$ cat src/status_summary_cfg.svh
`ifndef STATUS_SUMMARY_CFG_SVH
`define STATUS_SUMMARY_CFG_SVH
`define OFS_GENERAL_INPUT_LEVELS 16'h020c
`define OFS_INTERRUPT_SUMMARY 16'h020d
`define OFS_BOOT_LOAD_ERRORS 16'h0210
`define OFS_BOOT_LOAD_DONE 16'h0211
`define OFS_ALARM_STATUS 16'h0200
`define OFS_ALARM_ENABLE 16'h0079
`define BIT_SUMMARY 0
`define BIT_BOOT_READ_FAILED 0
`define BIT_BOOT_CRC_ERROR 1
`define BIT_BOOT_READ_DONE 0
`define RST_ALARM_ENABLE 8'h00
`define RST_ALARM_STATUS 8'h00
`endif

$ cat src/status_summary_pkg.sv
package status_summary_pkg;
  typedef enum logic [2:0] {
    sel_none,
    sel_inputs,
    sel_summary,
    sel_errors,
    sel_done,
    sel_alarm,
    sel_enable
  } reg_sel_t;
endpackage

$ cat src/sticky_alarm_bit.sv
`timescale 1ns/1ns
`default_nettype none
module sticky_alarm_bit (
  input wire logic clk,
  input wire logic reset,
  input wire logic alarm,
  input wire logic clear,
  output var logic flag
);
  always_ff @(posedge clk) begin
    if (reset) begin
      flag <= 1'b0;
    end else if (alarm) begin
      flag <= 1'b1;
    end else if (clear) begin
      flag <= 1'b0;
    end
  end
endmodule // sticky_alarm_bit
`default_nettype wire

$ cat src/status_summary_registers.sv
// Function
// - A read-only four-bit field returns the live levels of the four general input pins.
// - The summary bit reads one and the interrupt pin goes low while any enabled sticky alarm is set.
// - With no enabled sticky alarm set, the summary bit reads zero and the pin is released.
// - A boot CRC error flag is set on checksum mismatch and only reset clears it.
// - A boot read failure flag is set when the EEPROM read fails and holds until reset.
// - A boot done flag is set when the EEPROM read cycle completes and holds until reset.
// - Each sticky alarm bit is set by its alarm, holds, and clears only on a write of one or on reset.
// - A sticky alarm bit feeds the summary only while its enable bit is one.
`timescale 1ns/1ns
`default_nettype none
`include "status_summary_cfg.svh"
module status_summary_registers #(
  parameter int ALARMS = 8,
  parameter int INPUTS = 4
) (
  // Clock and reset
  input wire logic clk,
  input wire logic reset,
  // Register port
  input wire logic [15:0] reg_addr,
  input wire logic reg_write,
  input wire logic reg_read,
  input wire logic [7:0] reg_wdata,
  output logic [7:0] reg_rdata,
  // Pins and events
  input wire logic [3:0] general_input_level,
  input wire logic [7:0] alarm_event,
  input wire logic boot_crc_mismatch,
  input wire logic boot_read_error,
  input wire logic boot_read_complete,
  output logic irq_pin_n
);
  // Only the documented widths are served; other values are refused.
  if (ALARMS != 8) begin : g_alarms_check
    $error("status_summary_registers serves only ALARMS=8");
  end
  if (INPUTS != 4) begin : g_inputs_check
    $error("status_summary_registers serves only INPUTS=4");
  end

  // Alarm registers.
  logic [7:0] alarm_enable;
  logic [7:0] alarm_status;
  logic [7:0] enabled_status;

  // Boot flags.
  logic boot_crc_error;
  logic boot_read_failed;
  logic boot_read_done;

  // Summary and read path.
  logic any_enabled;
  logic summary;
  logic next_summary;
  logic next_irq_pin_n;
  logic [7:0] summary_word;
  logic [7:0] errors_word;
  logic [7:0] done_word;
  logic [7:0] next_rdata;
  status_summary_pkg::reg_sel_t sel;

  // Address decode.
  logic hit_inputs;
  logic hit_summary;
  logic hit_errors;
  logic hit_done;
  logic hit_status;
  logic hit_enable;
  assign hit_inputs = reg_addr == `OFS_GENERAL_INPUT_LEVELS;
  assign hit_summary = reg_addr == `OFS_INTERRUPT_SUMMARY;
  assign hit_errors = reg_addr == `OFS_BOOT_LOAD_ERRORS;
  assign hit_done = reg_addr == `OFS_BOOT_LOAD_DONE;
  assign hit_status = reg_addr == `OFS_ALARM_STATUS;
  assign hit_enable = reg_addr == `OFS_ALARM_ENABLE;

  // The four status registers get no write strobe, so writes to them fall away.
  // writes ignored
  logic write_status;
  logic write_enable;
  logic [7:0] clear_mask;
  assign write_status = reg_write && hit_status;
  assign write_enable = reg_write && hit_enable;
  assign clear_mask = write_status ? reg_wdata : 8'h00;

  genvar i;
  generate
    for (i = 0; i < ALARMS; i++) begin : g_alarm
      sticky_alarm_bit u_bit (
        .clk(clk),
        .reset(reset),
        .alarm(alarm_event[i]),
        .clear(clear_mask[i]),
        .flag(alarm_status[i])
      );
    end
  endgenerate

  assign enabled_status = alarm_status & alarm_enable;
  assign any_enabled = |enabled_status;

  // Pin and bit share one source, so software never sees them disagree.
  // summary source
  assign next_summary = any_enabled;
  assign next_irq_pin_n = ~any_enabled;

  // Summary and pin are each registered from any_enabled in their own flip-flop; one cycle lag.
  always_ff @(posedge clk) begin
    if (reset) begin
      summary <= 1'b0;
    end else begin
      summary <= next_summary;
    end
  end

  always_ff @(posedge clk) begin
    if (reset) begin
      irq_pin_n <= 1'b1;
    end else begin
      irq_pin_n <= next_irq_pin_n;
    end
  end

  always_ff @(posedge clk) begin
    if (reset) begin
      alarm_enable <= `RST_ALARM_ENABLE;
    end else if (write_enable) begin
      alarm_enable <= reg_wdata;
    end
  end

  always_ff @(posedge clk) begin
    if (reset) begin
      boot_crc_error <= 1'b0;
    end else if (boot_crc_mismatch) begin
      boot_crc_error <= 1'b1;
    end
  end

  always_ff @(posedge clk) begin
    if (reset) begin
      boot_read_failed <= 1'b0;
    end else if (boot_read_error) begin
      boot_read_failed <= 1'b1;
    end
  end

  always_ff @(posedge clk) begin
    if (reset) begin
      boot_read_done <= 1'b0;
    end else if (boot_read_complete) begin
      boot_read_done <= 1'b1;
    end
  end

  // Register select.
  assign sel = hit_inputs ? status_summary_pkg::sel_inputs :
               hit_summary ? status_summary_pkg::sel_summary :
               hit_errors ? status_summary_pkg::sel_errors :
               hit_done ? status_summary_pkg::sel_done :
               hit_status ? status_summary_pkg::sel_alarm :
               hit_enable ? status_summary_pkg::sel_enable : status_summary_pkg::sel_none;

  // Reserved bits read zero so software reading them back sees a fixed value.
  always_comb begin
    summary_word = 8'h00;
    summary_word[`BIT_SUMMARY] = summary;
  end

  always_comb begin
    errors_word = 8'h00;
    errors_word[`BIT_BOOT_CRC_ERROR] = boot_crc_error;
    errors_word[`BIT_BOOT_READ_FAILED] = boot_read_failed;
  end

  always_comb begin
    done_word = 8'h00;
    done_word[`BIT_BOOT_READ_DONE] = boot_read_done;
  end

  always_comb begin
    next_rdata = 8'h00;
    unique case (sel)
      status_summary_pkg::sel_inputs: begin
        next_rdata = {4'h0, general_input_level};
      end
      status_summary_pkg::sel_summary: begin
        next_rdata = summary_word;
      end
      status_summary_pkg::sel_errors: begin
        next_rdata = errors_word;
      end
      status_summary_pkg::sel_done: begin
        next_rdata = done_word;
      end
      status_summary_pkg::sel_alarm: begin
        next_rdata = alarm_status;
      end
      status_summary_pkg::sel_enable: begin
        next_rdata = alarm_enable;
      end
      status_summary_pkg::sel_none: begin
        next_rdata = 8'h00;
      end
    endcase
  end

  always_ff @(posedge clk) begin
    if (reset) begin
      reg_rdata <= 8'h00;
    end else if (reg_read) begin
      reg_rdata <= next_rdata;
    end
  end
endmodule // status_summary_registers
`default_nettype wire

$ cat config.mk
export PLATFORM = sky130hd
export DESIGN_NAME = status_summary_registers
export DESIGN_NICKNAME = d
export VERILOG_FILES = /design/src/status_summary_pkg.sv /design/src/sticky_alarm_bit.sv /design/src/status_summary_registers.sv
export VERILOG_INCLUDE_DIRS = /design/src
export SDC_FILE = /design/constraint.sdc
export NUM_CORES = 1
export LEC_CHECK = 0
export BUFFER_PORTS_ARGS = -buffer_cell sky130_fd_sc_hd__buf_4
export CAP_MARGIN = 25
export CORE_UTILIZATION = 36
export CTS_BUF_LIST = sky130_fd_sc_hd__clkbuf_16
export DETAILED_ROUTE_END_ITERATION = 8
export GPL_ROUTABILITY_DRIVEN = 0
export PLACE_DENSITY = 0.68
export SYNTH_ARGS = -nofsm -noshare
export SYNTH_HDL_FRONTEND = slang
export SYNTH_HIERARCHICAL = 1
export SYNTH_SLANG_ARGS = --single-unit
$ cat constraint.sdc
create_clock -name clk -period 3.2 [get_ports clk]
set_clock_uncertainty 0.1 [all_clocks]
set_input_delay 0.16 -clock clk [delete_from_list [all_inputs] [get_ports clk]]
set_output_delay 0.16 -clock clk [all_outputs]
set_load 0.02 [all_outputs]
==> flow_summary_export.csv <==
group,metric,value,unit
clock_tree,tritoncts,"yes",
placement,hpwl,2540,µm
detailed_routing,top_layer,"met4",
worst_setup_path,critical_path_class,"in -> reg",
yosys,ys.flop_type,"dfxtp_1",
detailed_routing,drc,0,
yosys,synth.most_common_cell,"dfxtp_1",
timing,setup_viol,0,
power,peakVddDrop,0.256,mV
timing,worst_pin_slew,758,ps
yosys,synth_top_family_by_area,"simple AND/OR/NAND/NOR gates",
power,p_per_area,450,mW/mm²
timing,rsz0062_at_grt,"false",
timing,report.final.slew_viol_count,0,
detailed_routing,wl_met3,256,µm
power,comb_power_share,11.2,%
detailed_routing,drt_iter0_drc,61,
clock_tree,numCtsBuffers,5,
timing,relSlewSlack,49.1,%
worst_setup_path,critPathMaxFanout,16,
yosys,synth_commonest_cells,"dfxtp_1, nand2_1, nor2_1",
yosys,synth_top_area_cell,"dfxtp_1",
yosys,yosysTopAreaCellShare,39.7,%
worst_setup_path,critPathLaunchType,"input pin",
global_route,grt_pass1_vias,1275,
detailed_routing,ant_nets,0,
finish,finalNonFillerCells,271,
finish,area_growth,37.4,%
floorplanning,rows,22,
detailed_routing,wl_met1,1650,µm
clock_tree,cts_resized,0,
floorplanning,initial_core_util,38.8,%
power,p_int,0.706,mW
yosys,synth_compound_gate_area_share,20.8,%
yosys,synth_xor_area_share,0,%
timing,fin_crit,2080,ps
floorplanning,die_w,65.7,µm
clock_tree,cts_setup_buffers,0,
clock_tree,clockBufferDepth,2,
detailed_routing,first_pass_iters,4,
timing,setup_tns,0,ps
finish,antenna_cells,0,
global_route,antenna_found_initial,0,
floorplanning,die_y,65.7,µm
yosys,synth_edf_count,0,
yosys,synthAdderAreaFrac,0,%
timing,finalHoldViolCount,0,
clock_tree,htreeDepth,2,
placement,io_buffers,51,
yosys,netlist_area,0.00146,mm²
worst_hold_path,min_path_type,"in -> reg",
detailed_routing,vias_per_cell,5.21,
timing,max_freq,481,MHz
worst_setup_path,crit_required,3320,ps
power,seqPwrFrac,42.5,%
finish,finalNetCount,266,
yosys,synth-simple-area-share,32.1,%
power,p_sw,0.197,mW
yosys,ys_ff_latch,29,
clock_tree,clk_pin_slew,50,ps
power,netSwitchingFraction,21.8,%
yosys,syn_inst,171,
yosys,ys_types,40,
finish,fillers,358,
yosys,muxShareOfSynthArea,0.771,%
detailed_routing,num_vias,1413,
clock_tree,root_buffer,"clkbuf_16",
worst_setup_path,critPathArrivalTime,2200,ps
detailed_routing,routed_wirelength,3490,µm
yosys,synth_warnings,6,
timing,final.period_utilization,65.0,%
global_route,grt_usage,17.6,%
global_route,grt-ovfl-total,0,
placement,place_inst,261,
yosys,yosysSeqAreaShare,39.7,%
detailed_routing,wl_per_cell,12.9,µm
yosys,synth_area_leaders,"dfxtp_1, nand2_1, a21oi_2",
clock_tree,clock_sinks,29,
floorplanning,dieArea,0.00432,mm²
yosys,synth_area_per_cell,8.55,µm²
run,maxCapViolations,0,
detailed_routing,wl_met2,1530,µm
status,run_status,"finished clean",
floorplanning,io_pins,52,
power,pwr-share-clk,46.2,%
floorplanning,core_area,0.00377,mm²
yosys,synth_nets,214,
finish,drive_gt1_share,32.3,%
clock_tree,clk_latency,270,ps
power,p_leak,0.864,nW
yosys,async_flop_share,0,%
global_route,grt_pass1_wl,5710,µm
global_route,grt_max_degree,27,
worst_setup_path,endpoint_kind,"flip-flop",
state kept, by name (all words and copies together), names as in the netlist:
name	count
boot_read_done	1
boot_crc_error	1
boot_read_failed	1
g_alarm.u_bit/flag	8
reg_rdata	8
irq_pin_n	1
alarm_enable	8
summary	1
worst max-delay path, cell delays in order:
cell and delay (ps):
buf_4 100, or4_1 690, nor4_4 740, nand2_1 140, a31oi_1 240, a21o_1 110
routing by layer:
layer / up-vias / GRT usage [%]
met3: 5 / 5.73
met1: 637 / 22.8
met5: - / 0
li1: 722 / -
met2: 49 / 26.7
met4: 0 / 7.34
final timing paths:
| kind | start | depth (start not counted) | endpoint | slack (ps) |
|---|---|---|---|---|
| min reg2reg | reg_rdata[2] | 2 | reg_rdata[2] | 350 |
| min | alarm_event[0] | 3 | g_alarm[0].u_bit/flag | 20 |
| max reg2reg | boot_read_done | 5 | reg_rdata[0] | 1870 |
| max | reg_addr[14] | 6 | reg_rdata[0] | 1120 |
layout make-up:
cell class	instances	area (µm²)	share of cell area, %
Sequential cell	29	581	28.9
Tap cell	48	60.1	2.99
Timing Repair Buffer	54	413	20.6
Multi-Input combinational cell	123	785	39.1
Clock inverter	2	7.51	0.374
Clock buffer	5	125	6.23
Inverter	10	37.5	1.87
cells in the final DEF (no fill, tap or decap), types with 2 or more instances in the layout:
cell	synthesis	layout
buf_4	0	51
dfxtp_1	29	29
nand2_1	20	20
nor2_1	14	14
a21oi_1	13	13
inv_1	10	11
and3_1	8	8
nand3_1	8	8
nand2b_1	8	8
a21oi_2	8	8
a22oi_1	5	5
clkbuf_16	0	5
o21ai_0	4	4
nor4_1	3	3
nand4_1	3	3
dlygate4sd3_1	0	3
or4b_4	2	2
nor4bb_1	2	2
nor2b_1	2	2
o21ai_1	2	2
nor3_1	2	2
a311oi_1	2	2
through the flow:
stage	cell area (µm²)	hold slack (ps)	utilization (%)	setup slack, ps	total power [mW]
3_5_place_dp	1850	277	48.9	854	0.489
6_report	2010	18.7	53.3	1120	0.903
2_1_floorplan	1460	122	-	1330	0.431
5_1_grt	2010	30.9	53.3	934	0.938
4_1_cts	2010	17.0	53.3	1130	0.915
3_3_place_gp	1850	267	48.9	873	0.489
kinds of logic (layout without fill, tap and decap cells):
kind of cell	count (synthesis)	count (layout)
buffers and inverters	19	71
DFF	29	29
AOI/OAI and AO/OA	43	43
and+or+nand+nor	79	79
muxes	1	1
power groups by stage:
stage	combinational, mW	clock, mW	sequential (mW)
global placement	0.0983	0	0.390
floorplan	0.0402	0	0.390
detailed placement	0.0987	0	0.391
finish	0.102	0.418	0.384
CTS	0.102	0.429	0.384
global route	0.110	0.442	0.385
what timing repair did:
action,in CTS,in global routing
hold buffers,3,0
endpoints found under the hold margin,3,0
setup endpoints to repair,0,0
Power figures use the tool's default switching activity.
